--- config.mk ---
export PLATFORM = sky130hd
export DESIGN_NAME = chd_channel_dividers
export DESIGN_NICKNAME = d
export VERILOG_FILES = /design/src/design/chd_pkg.sv /design/src/design/chd_channel_dividers.sv /design/src/design/chd_divider.sv /design/src/design/chd_out_route.sv
export SDC_FILE = /design/constraint.sdc
export NUM_CORES = 1
export LEC_CHECK = 0
export BUFFER_PORTS_ARGS = -buffer_cell sky130_fd_sc_hd__buf_2
export CORE_ASPECT_RATIO = 1.4
export CORE_MARGIN = 2
export CORE_UTILIZATION = 60
export CTS_BUF_LIST = sky130_fd_sc_hd__clkbuf_8
export CTS_CLUSTER_DIAMETER = 80
export DETAILED_ROUTE_END_ITERATION = 16
export PLACE_DENSITY = 0.84
export REMOVE_ABC_BUFFERS = 1
export SLEW_MARGIN = 20
export SYNTH_ARGS = -nofsm -noshare
export SYNTH_HDL_FRONTEND = slang
export SYNTH_SLANG_ARGS = --single-unit
--- constraint.sdc ---
create_clock -name clock -period 5.1 [get_ports clock]
set_input_delay 0.255 -clock clock [delete_from_list [all_inputs] [get_ports clock]]
set_output_delay 0.255 -clock clock [all_outputs]
set_load 0.01 [all_outputs]
--- src/design/chd_pkg.sv ---
package chd_pkg;

    localparam int unsigned ADDR_W = 12;
    localparam int unsigned REG_W  = 8;
    localparam int unsigned CNT_W  = 5;

    // ------------------------------------------------------------------
    // Register indices; the byte address is four times the index.
    // ------------------------------------------------------------------
    localparam logic [ADDR_W-1:0] IDX_DIV1_COUNTS = 12'h193;
    localparam logic [ADDR_W-1:0] IDX_DIV1_POLPH  = 12'h194;
    localparam logic [ADDR_W-1:0] IDX_DIV1_ROUTE  = 12'h195;
    localparam logic [ADDR_W-1:0] IDX_DIV2_COUNTS = 12'h196;
    localparam logic [ADDR_W-1:0] IDX_DIV2_CTRL   = 12'h197;
    localparam logic [ADDR_W-1:0] IDX_DIV2_ROUTE  = 12'h198;
    localparam logic [ADDR_W-1:0] IDX_SRC_SELECT  = 12'h1e1;
    localparam logic [ADDR_W-1:0] IDX_STATUS      = 12'h1f0;

    // ------------------------------------------------------------------
    // Field positions.
    // ------------------------------------------------------------------
    localparam int unsigned BIT_BYPASS = 7;
    localparam int unsigned BIT_NOSYNC = 6;
    localparam int unsigned BIT_FORCE  = 5;
    localparam int unsigned BIT_START  = 4;
    localparam int unsigned PHASE_LSB  = 0;
    localparam int unsigned LOW_LSB    = 4;
    localparam int unsigned HIGH_LSB   = 0;
    localparam int unsigned NIB_W      = 4;
    localparam int unsigned BIT_DIRECT = 1;
    localparam int unsigned BIT_DUTY_OFF = 0;
    localparam int unsigned SRC_W      = 2;

    // ------------------------------------------------------------------
    // Reset values and source encodings.
    // ------------------------------------------------------------------
    localparam logic [REG_W-1:0] RST_DIV1_COUNTS = 8'h00;
    localparam logic [REG_W-1:0] RST_DIV1_POLPH  = 8'h00;
    localparam logic [REG_W-1:0] RST_ROUTE       = 8'h00;
    localparam logic [REG_W-1:0] RST_DIV2_COUNTS = 8'h00;
    localparam logic [REG_W-1:0] RST_DIV2_CTRL   = 8'h80;
    localparam logic [SRC_W-1:0] RST_SRC_SELECT  = 2'h1;
    localparam logic [SRC_W-1:0] SRC_EXT_CLOCK   = 2'h0;
    localparam logic [SRC_W-1:0] SRC_DISTRIB     = 2'h1;
    localparam logic [SRC_W-1:0] SRC_OSCILLATOR  = 2'h2;

    typedef enum logic [1:0] {
        DIV_PHASE  = 2'b00,
        DIV_RUN    = 2'b01,
        DIV_STATIC = 2'b11
    } chd_div_state_t;

endpackage

--- src/design/chd_channel_dividers.sv ---
`timescale 1ns/10ps
module chd_channel_dividers (
    input  wire logic                       clock,
    input  wire logic                       rst_n,
    input  wire logic                       psel,
    input  wire logic                       penable,
    input  wire logic                       pwrite,
    input  wire logic [chd_pkg::ADDR_W-1:0] paddr,
    input  wire logic [31:0]                pwdata,
    output logic      [31:0]                prdata,
    output logic                            pready,
    output logic                            pslverr,
    input  wire logic                       distClkIn,
    input  wire logic                       oscIn,
    input  wire logic                       extClkIn,
    input  wire logic                       syncReq_n,
    output logic                            pairBFirstPin,
    output logic                            pairBSecondPin,
    output logic                            pairCFirstPin,
    output logic                            pairCSecondPin
);
    import chd_pkg::*;

    // ------------------------------------------------------------------
    // Pin synchronisers.
    // ------------------------------------------------------------------
    logic [3:0] pinMeta;
    logic [3:0] pinStable;
    logic [3:0] next_pinMeta;
    logic [3:0] next_pinStable;
    logic       distPrev;
    logic       syncPrev;
    logic       next_distPrev;
    logic       next_syncPrev;
    logic       distEdge;
    logic       syncEvt;

    always_comb begin
        next_pinMeta   = {syncReq_n, extClkIn, oscIn, distClkIn};
        next_pinStable = pinMeta;
        next_distPrev  = pinStable[0];
        next_syncPrev  = pinStable[3];
    end

    always_ff @(posedge clock or negedge rst_n) begin
        if (!rst_n) begin
            pinMeta   <= 4'h8;
            pinStable <= 4'h8;
            distPrev  <= 1'b0;
            syncPrev  <= 1'b1;
        end else begin
            pinMeta   <= next_pinMeta;
            pinStable <= next_pinStable;
            distPrev  <= next_distPrev;
            syncPrev  <= next_syncPrev;
        end
    end

    // The divider input counts rising edges of the distribution clock;
    // a sync request is the falling edge of the active-low sync pin.
    assign distEdge = pinStable[0] && !distPrev;
    assign syncEvt  = syncPrev && !pinStable[3];

    // ------------------------------------------------------------------
    // Register file.
    // ------------------------------------------------------------------
    logic [REG_W-1:0] div1Counts;
    logic [REG_W-1:0] div1PolPh;
    logic [REG_W-1:0] div1Route;
    logic [REG_W-1:0] div2Counts;
    logic [REG_W-1:0] div2Ctrl;
    logic [REG_W-1:0] div2Route;
    logic [SRC_W-1:0] srcSelect;
    logic [REG_W-1:0] next_div1Counts;
    logic [REG_W-1:0] next_div1PolPh;
    logic [REG_W-1:0] next_div1Route;
    logic [REG_W-1:0] next_div2Counts;
    logic [REG_W-1:0] next_div2Ctrl;
    logic [REG_W-1:0] next_div2Route;
    logic [SRC_W-1:0] next_srcSelect;
    logic [31:0]      next_prdata;
    logic [REG_W-1:0] statusWord;
    logic             div1Out;
    logic             div2Out;
    logic             div1Run;
    logic             div2Run;
    logic             wrEn;
    logic             mapped;

    function automatic logic [ADDR_W-1:0] byteAddr(
        input logic [ADDR_W-1:0] idx);
        return {idx[ADDR_W-3:0], 2'b00};
    endfunction

    function automatic logic hits(input logic [ADDR_W-1:0] addr,
                                  input logic [ADDR_W-1:0] idx);
        return addr == byteAddr(idx);
    endfunction

    always_comb begin
        mapped = hits(paddr, IDX_DIV1_COUNTS) ||
                 hits(paddr, IDX_DIV1_POLPH)  ||
                 hits(paddr, IDX_DIV1_ROUTE)  ||
                 hits(paddr, IDX_DIV2_COUNTS) ||
                 hits(paddr, IDX_DIV2_CTRL)   ||
                 hits(paddr, IDX_DIV2_ROUTE)  ||
                 hits(paddr, IDX_SRC_SELECT)  ||
                 hits(paddr, IDX_STATUS);
    end

    assign pready  = psel && penable;
    assign pslverr = psel && penable && !mapped;
    assign wrEn    = psel && penable && pwrite && mapped;

    assign statusWord = {4'h0, div2Run, div1Run, div2Out, div1Out};

    always_comb begin
        next_div1Counts = div1Counts;
        next_div1PolPh  = div1PolPh;
        next_div1Route  = div1Route;
        next_div2Counts = div2Counts;
        next_div2Ctrl   = div2Ctrl;
        next_div2Route  = div2Route;
        next_srcSelect  = srcSelect;
        if (wrEn) begin
            if (hits(paddr, IDX_DIV1_COUNTS)) begin
                next_div1Counts = pwdata[REG_W-1:0];
            end
            if (hits(paddr, IDX_DIV1_POLPH)) begin
                next_div1PolPh = pwdata[REG_W-1:0];
            end
            if (hits(paddr, IDX_DIV1_ROUTE)) begin
                next_div1Route = pwdata[REG_W-1:0];
            end
            if (hits(paddr, IDX_DIV2_COUNTS)) begin
                next_div2Counts = pwdata[REG_W-1:0];
            end
            if (hits(paddr, IDX_DIV2_CTRL)) begin
                next_div2Ctrl = pwdata[REG_W-1:0];
            end
            if (hits(paddr, IDX_DIV2_ROUTE)) begin
                next_div2Route = pwdata[REG_W-1:0];
            end
            if (hits(paddr, IDX_SRC_SELECT)) begin
                next_srcSelect = pwdata[SRC_W-1:0];
            end
        end
    end

    // Read data is captured in the setup cycle, so it stands through
    // the whole access phase.
    always_comb begin
        next_prdata = prdata;
        if (psel && !penable) begin
            next_prdata = 32'h0000_0000;
            if (hits(paddr, IDX_DIV1_COUNTS)) begin
                next_prdata[REG_W-1:0] = div1Counts;
            end else if (hits(paddr, IDX_DIV1_POLPH)) begin
                next_prdata[REG_W-1:0] = div1PolPh;
            end else if (hits(paddr, IDX_DIV1_ROUTE)) begin
                next_prdata[REG_W-1:0] = div1Route;
            end else if (hits(paddr, IDX_DIV2_COUNTS)) begin
                next_prdata[REG_W-1:0] = div2Counts;
            end else if (hits(paddr, IDX_DIV2_CTRL)) begin
                next_prdata[REG_W-1:0] = div2Ctrl;
            end else if (hits(paddr, IDX_DIV2_ROUTE)) begin
                next_prdata[REG_W-1:0] = div2Route;
            end else if (hits(paddr, IDX_SRC_SELECT)) begin
                next_prdata[SRC_W-1:0] = srcSelect;
            end else if (hits(paddr, IDX_STATUS)) begin
                next_prdata[REG_W-1:0] = statusWord;
            end
        end
    end

    always_ff @(posedge clock or negedge rst_n) begin
        if (!rst_n) begin
            div1Counts <= RST_DIV1_COUNTS;
            div1PolPh  <= RST_DIV1_POLPH;
            div1Route  <= RST_ROUTE;
            div2Counts <= RST_DIV2_COUNTS;
            div2Ctrl   <= RST_DIV2_CTRL;
            div2Route  <= RST_ROUTE;
            srcSelect  <= RST_SRC_SELECT;
            prdata     <= 32'h0000_0000;
        end else begin
            div1Counts <= next_div1Counts;
            div1PolPh  <= next_div1PolPh;
            div1Route  <= next_div1Route;
            div2Counts <= next_div2Counts;
            div2Ctrl   <= next_div2Ctrl;
            div2Route  <= next_div2Route;
            srcSelect  <= next_srcSelect;
            prdata     <= next_prdata;
        end
    end

    // ------------------------------------------------------------------
    // Channel dividers.
    // ------------------------------------------------------------------
    chd_divider u_div1 (
        .clock       (clock),
        .rst_n       (rst_n),
        .inEdge      (distEdge),
        .inLevel     (pinStable[0]),
        .syncEvt     (syncEvt),
        .lowCycles   (div1Counts[LOW_LSB +: NIB_W]),
        .highCycles  (div1Counts[HIGH_LSB +: NIB_W]),
        .phaseOffset (div1PolPh[PHASE_LSB +: NIB_W]),
        .bypass      (div1PolPh[BIT_BYPASS]),
        .noSync      (div1PolPh[BIT_NOSYNC]),
        .forceHigh   (div1PolPh[BIT_FORCE]),
        .startHigh   (div1PolPh[BIT_START]),
        .duty_correction_disable      (div1Route[BIT_DUTY_OFF]),
        .divOut      (div1Out),
        .running     (div1Run)
    );

    chd_divider u_div2 (
        .clock       (clock),
        .rst_n       (rst_n),
        .inEdge      (distEdge),
        .inLevel     (pinStable[0]),
        .syncEvt     (syncEvt),
        .lowCycles   (div2Counts[LOW_LSB +: NIB_W]),
        .highCycles  (div2Counts[HIGH_LSB +: NIB_W]),
        .phaseOffset (div2Ctrl[PHASE_LSB +: NIB_W]),
        .bypass      (div2Ctrl[BIT_BYPASS]),
        .noSync      (div2Ctrl[BIT_NOSYNC]),
        .forceHigh   (div2Ctrl[BIT_FORCE]),
        .startHigh   (div2Ctrl[BIT_START]),
        .duty_correction_disable      (div2Route[BIT_DUTY_OFF]),
        .divOut      (div2Out),
        .running     (div2Run)
    );

    // ------------------------------------------------------------------
    // Output pair routing.
    // ------------------------------------------------------------------
    chd_out_route u_pairB (
        .clock     (clock),
        .rst_n     (rst_n),
        .divLevel  (div1Out),
        .oscLevel  (pinStable[1]),
        .extLevel  (pinStable[2]),
        .direct    (div1Route[BIT_DIRECT]),
        .srcSelect (srcSelect),
        .firstPin  (pairBFirstPin),
        .secondPin (pairBSecondPin)
    );

    chd_out_route u_pairC (
        .clock     (clock),
        .rst_n     (rst_n),
        .divLevel  (div2Out),
        .oscLevel  (pinStable[1]),
        .extLevel  (pinStable[2]),
        .direct    (div2Route[BIT_DIRECT]),
        .srcSelect (srcSelect),
        .firstPin  (pairCFirstPin),
        .secondPin (pairCSecondPin)
    );

endmodule

--- src/design/chd_divider.sv ---
`timescale 1ns/10ps
module chd_divider (
    input  wire logic                       clock,
    input  wire logic                       rst_n,
    input  wire logic                       inEdge,
    input  wire logic                       inLevel,
    input  wire logic                       syncEvt,
    input  wire logic [chd_pkg::NIB_W-1:0]  lowCycles,
    input  wire logic [chd_pkg::NIB_W-1:0]  highCycles,
    input  wire logic [chd_pkg::NIB_W-1:0]  phaseOffset,
    input  wire logic                       bypass,
    input  wire logic                       noSync,
    input  wire logic                       forceHigh,
    input  wire logic                       startHigh,
    input  wire logic                       duty_correction_disable,
    output logic                            divOut,
    output logic                            running
);
    import chd_pkg::*;

    chd_div_state_t   state;
    chd_div_state_t   next_state;
    logic [CNT_W-1:0] cnt;
    logic [CNT_W-1:0] next_cnt;
    logic             level;
    logic             next_level;
    logic             swap;
    logic             next_swap;
    logic             next_divOut;
    logic [CNT_W-1:0] lenLow;
    logic [CNT_W-1:0] lenHigh;
    logic             oddPeriod;

    function automatic logic [CNT_W-1:0] phaseLen(
        input logic [NIB_W-1:0] field);
        return {1'b0, field} + 5'h01;
    endfunction

    // Correction alternates the longer phase between periods of an odd
    // division, so the average duty cycle is one half.
    always_comb begin
        oddPeriod = lowCycles[0] ^ highCycles[0];
        if (!duty_correction_disable && oddPeriod && swap) begin
            lenLow  = phaseLen(highCycles);
            lenHigh = phaseLen(lowCycles);
        end else begin
            lenLow  = phaseLen(lowCycles);
            lenHigh = phaseLen(highCycles);
        end
    end

    always_comb begin
        next_state  = state;
        next_cnt    = cnt;
        next_level  = level;
        next_swap   = swap;
        if (bypass) begin
            next_state = DIV_PHASE;
            next_cnt   = {1'b0, phaseOffset};
            next_level = startHigh;
        end else if (noSync && forceHigh) begin
            next_state = DIV_STATIC;
            next_level = 1'b1;
        end else if (syncEvt && !noSync) begin
            next_state = DIV_PHASE;
            next_cnt   = {1'b0, phaseOffset};
            next_level = startHigh;
            next_swap  = 1'b0;
        end else begin
            unique case (state)
                DIV_PHASE: begin
                    if (inEdge) begin
                        if (cnt == '0) begin
                            next_state = DIV_RUN;
                            next_cnt   = level ? lenHigh : lenLow;
                        end else begin
                            next_cnt = cnt - 5'h01;
                        end
                    end
                end
                DIV_RUN: begin
                    if (inEdge) begin
                        if (cnt == 5'h01) begin
                            next_level = !level;
                            next_cnt   = level ? lenLow : lenHigh;
                            if (level) begin
                                next_swap = !swap;
                            end
                        end else begin
                            next_cnt = cnt - 5'h01;
                        end
                    end
                end
                DIV_STATIC: begin
                    next_state = DIV_PHASE;
                    next_cnt   = {1'b0, phaseOffset};
                    next_level = startHigh;
                end
                default: begin
                    next_state = DIV_PHASE;
                    next_cnt   = '0;
                end
            endcase
        end
        next_divOut = bypass ? inLevel : level;
    end

    always_ff @(posedge clock or negedge rst_n) begin
        if (!rst_n) begin
            state  <= DIV_PHASE;
            cnt    <= '0;
            level  <= 1'b0;
            swap   <= 1'b0;
            divOut <= 1'b0;
        end else begin
            state  <= next_state;
            cnt    <= next_cnt;
            level  <= next_level;
            swap   <= next_swap;
            divOut <= next_divOut;
        end
    end

    assign running = (state == DIV_RUN);

endmodule

--- src/design/chd_out_route.sv ---
`timescale 1ns/10ps
module chd_out_route (
    input  wire logic                      clock,
    input  wire logic                      rst_n,
    input  wire logic                      divLevel,
    input  wire logic                      oscLevel,
    input  wire logic                      extLevel,
    input  wire logic                      direct,
    input  wire logic [chd_pkg::SRC_W-1:0] srcSelect,
    output logic                           firstPin,
    output logic                           secondPin
);
    import chd_pkg::*;

    logic next_firstPin;

    always_comb begin
        next_firstPin = divLevel;
        if (direct && srcSelect == SRC_OSCILLATOR) begin
            next_firstPin = oscLevel;
        end else if (direct && srcSelect == SRC_EXT_CLOCK) begin
            next_firstPin = extLevel;
        end
    end

    always_ff @(posedge clock or negedge rst_n) begin
        if (!rst_n) begin
            firstPin  <= 1'b0;
            secondPin <= 1'b1;
        end else begin
            firstPin  <= next_firstPin;
            secondPin <= !next_firstPin;
        end
    end

endmodule

Word-level counts from Yosys, hierarchy flattened --
Index checks and enable logic that the tools add are counted.
Word-level totals: word-level logic and storage cells 212, output and inout bits 38, input bits 53, register bits after elaboration 92
Cells by class: add/sub/neg operators 6, multiplexer cells 73, bitwise gates (word level) 6, reduce and logical (&&, ||, !) cells 70, equality and inequality tests 31
Operators with widths (number):
- $mux W5 | 22
- $eq A12 B11 Y1 const B | 8
- $mux W8 | 6
- $pmux W5 S3 | 2
- $mux W1 | 26
- $mux W2 | 11
- $add A4 B1 Y5 const B | 4
- $ne A5 B2 Y1 const B | 4
- $ne A5 B3 Y1 const B | 4
- $logic_and A1 B1 Y1 | 19
- $reduce_and A3 Y1 | 6
- $ne A4 B3 Y1 const B | 4
- $reduce_bool A2 Y1 | 8
- $logic_not A1 Y1 | 14
- $reduce_and A2 Y1 | 7
- $reduce_and A6 Y1 | 2
- $eq A5 B1 Y1 const B | 2
- $logic_not A5 Y1 | 2
- $reduce_bool A5 Y1 | 2
- $sub A5 B1 Y5 const B | 2
- $ne A4 B2 Y1 const B | 2
- $pmux W2 S2 | 2
- $logic_or A1 B1 Y1 | 7
- $eq A2 B2 Y1 const B | 3
- 8 further kinds | 17

Depth between registers and ports, before layout --
Gate-level depths: netlist of run 1.
depth in word-level cells 11, gate-level depth with buffers 8, depth with buffers taken out 8

Hierarchy --
A second synthesis of run 1 with hierarchy kept.
Second synthesis, totals: cell total of the unflattened synthesis 544, area, all modules 5743.0 µm²
Modules (own cells, without submodules):
- chd_channel_dividers | area an instance 3394.5 µm², times used 1, cells each 279, sequential area each 1707.9 µm²
- chd_divider at u_div1 | area an instance 1091.0 µm², times used 1, cells each 131, sequential area each 250.2 µm²
- chd_divider at u_div2 | area an instance 1062.3 µm², times used 1, cells each 122, sequential area each 250.2 µm²
- chd_out_route | area an instance 97.6 µm², times used 2, cells each 6, sequential area each 51.3 µm²

Worst setup path after synthesis of run 1 --
No wires, ideal clock.
path kind input to register, start point input port paddr[5] in the netlist's numbering, end point register div1Route[0], arrival 2.175 ns, required time 4.975 ns, slack 2.800 ns, path buffers 1, setup time 0.125 ns, stages on the path 5, cell sequence or4b_1 > or4_4 > buf_2 > nor3_4 > mux2_2
Between the ends: cells in the longest elaborated chain, start to end 10, elaborated cells on any way between the ends 17, those cells by class eq/ne (8); reduce/logical (9)
Ends and longest elaborated chain:
- from (decl) | line chd_channel_dividers.sv:8 | input wire logic [chd_pkg::ADDR_W-1:0] paddr,
- $eq A12 B11 Y1 | line chd_channel_dividers.sv:97 | return addr == byteAddr(idx);
- $logic_or A1 B1 Y1 | line chd_channel_dividers.sv:101 | mapped = hits(paddr, IDX_DIV1_COUNTS) ||
- $logic_or A1 B1 Y1 | line chd_channel_dividers.sv:102 | hits(paddr, IDX_DIV1_POLPH) ||
- $logic_or A1 B1 Y1 | line chd_channel_dividers.sv:103 | hits(paddr, IDX_DIV1_ROUTE) ||
- $logic_or A1 B1 Y1 | line chd_channel_dividers.sv:104 | hits(paddr, IDX_DIV2_COUNTS) ||
- $logic_or A1 B1 Y1 | line chd_channel_dividers.sv:105 | hits(paddr, IDX_DIV2_CTRL) ||
- $logic_or A1 B1 Y1 | line chd_channel_dividers.sv:106 | hits(paddr, IDX_DIV2_ROUTE) ||
- $logic_or A1 B1 Y1 | line chd_channel_dividers.sv:107 | hits(paddr, IDX_SRC_SELECT) ||
- $logic_and A1 B1 Y1 | line chd_channel_dividers.sv:113 | assign wrEn = psel && penable && pwrite && mapped;
- $reduce_and A2 Y1 (no line) *
- to (signal assigned) | line chd_channel_dividers.sv:189 | div1Route <= next_div1Route;
- to (decl) | line chd_channel_dividers.sv:69 | logic [REG_W-1:0] div1Route;
Every way passes the cells marked *; elsewhere a longest branch is shown, timed or not. A chain may end at the register's enable or synchronous reset.

Worst setup path after layout of run 1 --
start point register u_div2.cnt[1], end point register u_div2.swap
Between the ends: cells in the longest elaborated chain, start to end 3
Ends and longest elaborated chain:
- from (decl) | line chd_divider.sv:23 | logic [CNT_W-1:0] cnt;
- from (signal assigned) | line chd_divider.sv:117 | cnt <= next_cnt;
- $eq A5 B1 Y1 | line chd_divider.sv:83 | if (cnt == 5'h01) begin
- $reduce_bool A2 Y1 (no line)
- $reduce_and A6 Y1 (no line)
- to (signal assigned) | line chd_divider.sv:119 | swap <= next_swap;
- to (decl) | line chd_divider.sv:27 | logic swap;
Every way passes these cells.

==> impl_summary.md, run 1 <==
Layout
The fraction of final layout cells with drive strength greater than 1 is 0.227. Leaving out fill and tap cells, the most frequent cell in the layout is dfrtp_1. The count of antenna diodes in the layout is 0. Compared with the post-synthesis result, the final layout area differs by 7.38%. The final net count is 657. In the layout the commonest cells are dfrtp_1 (85), mux2_2 (53), buf_2 (41), nand2_1 (32), nor2_1 (31). Measured on the finished design, the core utilization comes to 0.665.

Setup path
For the worst setup path, the data required time is about 5.4 ns. For this run, the slowest stage of the critical path takes 0.85 ns. The worst setup path is launched from a flop. The maximum fanout along the worst path is 7.

The cell that appears most often on the critical path is inv_1. The dominant delay contributor by cell family on the critical path is simple AND/OR/NAND/NOR gates. The capturing point of the worst reg2reg path is u_div2.swap.

Traced cell by cell, the critical path runs through inv_1 > ha_1 > nor4b_1 > nand3_1 > inv_1 > and3_1 > o21ai_0 > a22o_1. The critical path starts at u_div2.cnt[1]. The setup slack of the worst register-to-register path is 2.49 ns. The cell with the largest stage delay on the worst path is nor4b_1. The worst endpoint data arrival time is approximately 2.9 ns. The critical path is of the reg2reg type. STA classifies the critical path endpoint as a flop.

The sum of buffers and inverters on the critical path is 2. The worst register-to-register path has a depth of 8. The worst register-to-register path begins at u_div2.cnt[1].

Floorplan
During I/O placement, the number of pins put on the boundary was 91. The number of placement rows is 41. The die covers 0.0101 mm^2.

The initial standard-cell utilization of the core is 0.620. Measured along the x axis, the die boundary spans 85.6 um. The floorplan step set the die height to 118 um. The core region is 0.00903 mm^2.

STA
The transition time of the tightest slew-check pin is 1.06 ns. The final worst-path cycle share is 0.512. The worst slew margin relative to its limit is 0.284. The tightest hold path in the finished design has a slack of between 0.2 and 0.25 ns.

Setup repair after global routing left no endpoint under its margin. The number of hold-slack violations in the final timing report came to 0. Setup violations remaining at the end of the flow were counted as 0. The number of pins with negative max-slew slack in the final report is 0. For the final routed database, the setup TNS stands at 0 ns. The worst clock skew is 0.0119 ns. For the finished layout, the period the worst path requires is between 2 and 3 ns. Once routing completed, OpenROAD measured the worst setup slack at around 2.5 ns.

The maximum achievable frequency is 383 MHz.

Pwr
In this run the power density over the cells is between 200 and 300 mW/mm^2. Internal power comes to about 0.0011 W. The switching part of the total power is 0.340. The share of total power dissipated in the clock network is 0.280. For this design the static power due to leakage is 2.76 nW. The total power consumption of the routed design is approximately 0.0017 W. The worst IR drop on VDD is 0.000256 V. Of the total power, registers draw 0.480.

For this design the total switching power over the nets is 0.000583 W. The relative contribution of combinational cells to total power is 0.240.

Synth
Synthesis handed over a netlist of 560 instances. The per-instance average area after synthesis is roughly 10 um^2. The synthesized design contains 0 enable-type register cells. Of the total synthesized cell area, the portion taken by AND, OR, NAND and NOR gates is 0.178. The dominant combinational cell family by area after synthesis is simple AND/OR/NAND/NOR gates. Of the total synthesized cell area, the portion taken by XOR and XNOR cells is 0.0297. Yosys printed 0 warnings.

The sequential cell area fraction in the yosys report is 0.413. The share of synthesized registers carrying an async set or reset is 1.00. The post-synthesis compound-gate area fraction came to 0.147.

Of the total synthesized cell area, the portion taken by full adders, half adders and majority gates is 0.0224. The top flip-flop cell by instance count after synthesis is dfrtp_1. The share of synthesized area spent on multiplexers is 0.151. The post-synthesis sequential element count is 92.

Counting distinct cell types in the post-synthesis netlist gives between 60 and 70. The synthesized area is ~0.0056 mm^2.

Detailed routing
The total length of routed wires is 14.4 mm. The total number of vias is between 4000 and 5000. The detail route stage leaves a number of antenna-violating nets equal to 0. The first-pass iteration count of the detailed router is 5. The number of design rule violations left after detail routing is 0.

After detailed routing, the average wire length per cell comes to 20.4 um. After the first detailed-routing iteration, the DRC count stood at 336. The number of vias per cell is approximately 6.6.

Clocking
The deepest clock path buffer count is 2. The total number of clock tree sinks is 92. After clock tree synthesis, the clock-pin slew on the worst setup and hold paths is 0.10 ns. The source-to-sink clock delay at the later pin of the worst-skew pair is approximately 0.39 ns.

The post-CTS setup buffer count is 0. The H-tree generated during clock tree synthesis spans 3 levels. TritonCTS built the clock tree. Buffers inserted during clock tree synthesis total 9. The root buffer cell is clkbuf_8. Post-CTS repair changed the size of 0 cells.

Run
The max-capacitance violation count is 0.

Status
The run finished with clean final reports.

Global routing
The sum of overflow across all layers after global routing is 0. The initial antenna violation count came to 0. The pin count of the biggest net entering global routing is 80. Across every metal layer, demand over resource in global routing totals 0.292. The first-pass GRT wire length is between 20 and 25 mm. The number of global-route vias before repair is 4676.

Min path
The source of the worst hold timing path is pwdata[6]. The path with the worst hold slack has its endpoint at div2Counts[6]. The class of the worst hold path is in2reg. The worst hold path stage count is 2.

Placed design
At the placement stage, the worst setup path has a slack of 2.29 ns. The congestion estimate from routability-driven global placement came to between 0.9 and 1. The number of buffers inserted by port buffering is 42. The total half-perimeter wirelength after legalization and detailed placement is 10.5 mm.
## how the worst max path moves through the flow
| stage | endpoint | slack [ns] | cells after the start |
|---|---|---|---|
| after floorplan | u_div1.cnt[1] | 2.66 | 7 |
| after global placement | div1PolPh[0] | 2.34 | 6 |
| after detailed placement | div1PolPh[0] | 2.29 | 6 |
| after CTS | u_div2.swap | 2.52 | 8 |
| after global routing | u_div2.swap | 2.22 | 8 |
| final | u_div2.swap | 2.49 | 8 |
## cell type report
class | count | area, um^2
tap | 107 | 134
sequential | 92 | 2310
clock inverter | 7 | 61.3
fill | 691 | 3020
multi-input combinational | 429 | 3050
timing repair buffer | 49 | 282
clock buffer | 9 | 124
inverter | 13 | 48.8
## synth_stat cells, types with 7 or more instances
cell type  count  share of area
mux2_2        53           0.11
nor2_1        31          0.021
o21ai_0       27          0.024
or3_1          9          0.010
ha_1          10          0.022
o211ai_1       8          0.011
nor2b_1       11          0.012
buf_4         25          0.034
nand2_1       32          0.021
xnor2_1       13          0.020
and2_1         7         0.0078
clkbuf_1      19          0.013
nand3_1       22          0.020
and3_1         8         0.0089
dfstp_2        7          0.033
inv_1         13         0.0087
nand2b_1      11          0.012
mux2i_1       20          0.036
dfrtp_1       85           0.38
nor3_1        18          0.016
a21oi_1       29          0.026
a22oi_1       14          0.019
## sequential cells by signal, summed over array words and instances, names as in the netlist, 2 cells and up
register	count
u_div2.cnt	5
div2Counts	8
next_pinStable	4
u_div2.state	2
u_div1.cnt	5
pinStable	4
u_div1.state	2
div1PolPh	8
div2Ctrl	8
div2Route	8
div1Counts	8
prdata	8
div1Route	8
srcSelect	2
## power by group through the flow
| stage | registers [W] | clock network (W) | logic, W |
|---|---|---|---|
| 3_5_place_dp | 0.000838 | 0 | 0.000398 |
| 4_1_cts | 0.000824 | 0.000479 | 0.000405 |
| 2_1_floorplan | 0.000828 | 0 | 0.000280 |
| 5_1_grt | 0.000830 | 0.000507 | 0.000456 |
| 3_3_place_gp | 0.000835 | 0 | 0.000383 |
| 6_report | 0.000825 | 0.000481 | 0.000412 |
## logic make-up after synthesis
kind of cell,Yosys count
AOI/OAI and AO/OA,123
buffers and inverters,62
and+or+nand+nor,177
xor gates and xnor gates,19
muxes,76
DFF,92
other,1
adders and majority gates,10
## routing by layer
metal	track usage	share of wire	vias to the layer above	wire [um]
met4	0.197	0.061	0	879
li1	-	-	2081	-
met5	0	0	-	0
met2	0.489	0.51	222	7410
met1	0.343	0.37	2270	5330
met3	0.0377	0.056	74	814
## what timing repair did
action / in CTS / in global routing
hold buffers: 5 / 0
endpoints found under the setup margin: 0 / 0
hold endpoints to repair: 17 / 0
## through the flow
step	instance area, um^2	cells
final	6010	706
after global routing	6010	706
after CTS	6000	706
after detailed placement	5760	685
after global placement	5760	685
after floorplan	5400	534
(Power assumes the default switching activity.)
==> run 2, diff against run 1 <==
--- a/config.mk
+++ b/config.mk
@@ -8,11 +8,11 @@
 export BUFFER_PORTS_ARGS = -buffer_cell sky130_fd_sc_hd__buf_2
 export CORE_ASPECT_RATIO = 1.4
 export CORE_MARGIN = 2
-export CORE_UTILIZATION = 60
+export CORE_UTILIZATION = 53
 export CTS_BUF_LIST = sky130_fd_sc_hd__clkbuf_8
 export CTS_CLUSTER_DIAMETER = 80
 export DETAILED_ROUTE_END_ITERATION = 16
-export PLACE_DENSITY = 0.84
+export PLACE_DENSITY = 0.79
 export REMOVE_ABC_BUFFERS = 1
 export SLEW_MARGIN = 20
 export SYNTH_ARGS = -nofsm -noshare
==> constraint.sdc (replaced) <==
create_clock -name clock -period 2.25 [get_ports clock]
set_input_delay 0.1125 -clock clock [delete_from_list [all_inputs] [get_ports clock]]
set_output_delay 0.1125 -clock clock [all_outputs]
set_load 0.01 [all_outputs]
==> run 2 against run 1 <==
Against the previous run:
- final cell count grew 10%
- worst setup slack got worse by 2.4 ns
- non-clock buffer count rose by 40
- die area is 13% higher
- first-iteration DRC count increased by 34%
- clock power increased by 130%
- highest routed layer unchanged
==> impl_summary.md, run 2 (synthesis gave the netlist of run 1 again) <==
Status
The flow ran to the end, and the final reports show no timing, DRC or antenna violations.

STA
The worst clock skew is 0.0125 ns (+0.000582 ns). Setup repair after global routing left no endpoint under its margin. The maximum achievable frequency is 465 MHz (+21%). The number of pins with negative max-slew slack in the final report is 0 (unchanged). The transition time of the tightest slew-check pin was 0.826 ns (-0.233 ns). The number of hold-slack violations in the final timing report is 0 (unchanged). The final worst-path cycle share came to 0.957 (+0.445).

The setup total negative slack came to 0 ns (unchanged). The worst slew margin relative to its limit is 0.435 (+0.151). The post-layout minimum cycle time is 2.15 ns (-0.457 ns). The final number of setup-violating endpoints is 0 (unchanged).

The worst setup slack after layout is 0.0977 ns (-2.39 ns).

Floorplan
The die area came to 0.0114 mm^2 (+13%). The die outline width is 90.8 um (+6.1%). The number of placement rows is 44 (+7.3%). The height of the chip is 126 um (+6.2%). The I/O pin count was 91 (unchanged). The placeable core area was 0.0103 mm^2 (+15%). The initial standard-cell utilization of the core is 0.540 (-0.0791).

Setup path
The delay of the slowest critical-path stage is 0.66 ns (-0.19 ns). The worst endpoint required time is 2.55 ns (-2.82 ns). In this run the critical register-to-register path is launched from u_div1.swap. The startpoint class of the critical path is a flop. The maximum fanout along the worst path was 7 (unchanged).

The endpoint identified for the worst register-to-register timing path is u_div1.cnt[1]. The type of the setup path with the least slack is reg2reg. The worst reg-to-reg path cell count is 6 (-2). The startpoint of the worst setup timing path is u_div1.swap. Walking the worst path, the cells encountered are nor2b_1 > nand2_1 > xnor2_2 > or4b_2 > a31o_2 > a2bb2oi_1. The slowest stage of the critical path is the or4b_2 cell. STA classifies the critical path endpoint as a flop.

The worst endpoint data arrival time was 2.45 ns (-0.43 ns). The setup slack of the worst register-to-register path is 0.1 ns (-2.39 ns).

Min path
The source of the worst hold timing path is pwdata[6]. The worst hold path stage count came to 2 (unchanged). The class of the worst hold path is in2reg. The sink of the worst hold path is div2Counts[6].

Layout
The final net count came to 697 (+6.1%). In the layout the commonest cells are dfrtp_1 (85), mux2_2 (53), buf_4 (42), buf_2 (41), nand2_1 (32). The count of antenna diodes in the layout came to 0 (unchanged). The final core utilization is 0.616 (-0.0494). The final design area excluding fillers was 0.00637 mm^2 (+6.1%). The fraction of final layout cells with drive strength greater than 1 is 0.282 (+0.0546). The library cell used most frequently in the layout, excluding fill and tap cells, is dfrtp_1. Relative to the synthesized area, the layout overhead comes to 14.0%.

Placed design
The total half-perimeter wirelength after legalization and detailed placement was 11.7 mm (+11%). The total placed instance area is 0.00611 mm^2 (+6.1%). The number of buffers inserted by port buffering came to 42 (unchanged). The post-placement setup slack came to -0.117 ns (-2.41 ns). The final weighted congestion of routability-driven global placement is 0.964 (+5.1%).

Global routing
The sum of overflow across all layers after global routing is 0 (unchanged). The number of global-route vias before repair is 4815 (+3.0%). The first-pass GRT wire length is 25.1 mm (+8.4%).

The initial antenna violation count is 0 (unchanged). The pin count of the biggest net entering global routing came to 63 (-21%). The overall track demand over capacity in global routing is 0.283 (-0.00883).

Pwr
The power per unit of standard cell area came to 624 mW/mm^2 (+120%). The leakage power summed over all cells is 2.97 nW (+7.6%). The worst IR drop on VDD was 0.000448 V (+75%).

Clocking
The deepest clock path buffer count is 2 (unchanged). The TritonCTS clock tree is done. The source-to-sink clock delay at the later pin of the worst-skew pair is 0.38 ns (about the same). The H-tree depth is 3 (unchanged). The register clock-pin slew on the reported worst setup and hold paths was 0.09 ns (about the same).

The total number of clock tree sinks is 92 (unchanged). The root buffer cell is clkbuf_8. The total CTS buffers is 9 (unchanged).

Detailed routing
The remaining antenna violation count after routing came to 0 (unchanged). The average wire per cell in the routed design was 20.0 um (-2.2%). The number of design rule violations left after detail routing was 0 (unchanged).

The number of vias per cell is 6.21 (-5.7%). The total length of routed wires is 15.5 mm (+7.7%). The total number of vias was 4824 (+3.8%). The first-pass iteration count of the detailed router was 5 (unchanged). The number of DRC markers in iteration 0 came to 449 (+34%).

Run
The max-capacitance violation count is 0 (unchanged).
[run 2: cell types whose count changed in the layout (fill, tap and decap cells not counted)]
cell	change
clkinv_4	-3
buf_6	-1
buf_4	+40
nor4b_2	+1
xnor2_1	-1
clkinv_2	+1
o31ai_2	+1
buf_12	+1
inv_1	-1
nor4b_1	-1
o31ai_1	-1
xnor2_2	+1
inv_6	+3
[run 2: repair_timing]
action / in CTS / in global routing
setup endpoints to repair: 0 / 3
hold endpoints to repair: 34 / 0
hold buffers: 5 / 0
gates resized for setup: 0 / 4
buffers inserted: 0 / 0
[run 2: worst max path at each step]
| stage | endpoint | depth (start not counted) | slack, ns |
|---|---|---|---|
| after detailed placement | prdata[4] | 9 | -0.12 |
| after global routing | u_div1.cnt[1] | 6 | 0.04 |
| after global placement | prdata[6] | 9 | -0.11 |
| after floorplan | u_div1.cnt[1] | 7 | -0.19 |
| after CTS | u_div1.cnt[1] | 6 | 0.04 |
| final | u_div1.cnt[1] | 6 | 0.1 |
[run 2: routing by layer]
metal,share of wire,up-vias,wire (um),global-route usage
met4,0.057,0,879,0.172
met5,0,-,0,0
met1,0.38,2378,5870,0.321
met2,0.52,220,8020,0.510
li1,-,2166,-,-
met3,0.050,60,774,0.0283
[run 2: metrics by stage]
stage / hold slack [ns] / cells / power [W]
after floorplan: -0.183 / 534 / 0.00251
after global placement: 0.0627 / 756 / 0.00282
after detailed placement: 0.0670 / 756 / 0.00286
after CTS: 0.0534 / 777 / 0.00397
after global routing: 0.0757 / 777 / 0.00418
final: 0.0668 / 777 / 0.00398
[run 2: cell type report]
type | instances | area (um^2)
Fill cell | 875 | 3980
Multi-Input combinational cell | 429 | 3070
Sequential cell | 92 | 2310
Timing Repair Buffer | 89 | 591
Tap cell | 138 | 173
Clock buffer | 9 | 124
Clock inverter | 7 | 62.6
Inverter | 13 | 48.8
[run 2: where the power goes]
part,total (W),internal (W),switching (W),leakage (nW)
Combinational,0.00101,0.000440,0.000566,1.68
Clock,0.00111,0.000431,0.000676,0.0988
Sequential,0.00187,0.00175,0.000122,1.20
[run 2: worst max-delay path, delay by kind of cell (launching register included)]
kind | cells | cell delay, ns
DFF | 1 | 0.41
and+or+nand+nor | 3 | 1.03
AOI/OAI and AO/OA | 2 | 0.40
xor gates and xnor gates | 1 | 0.23
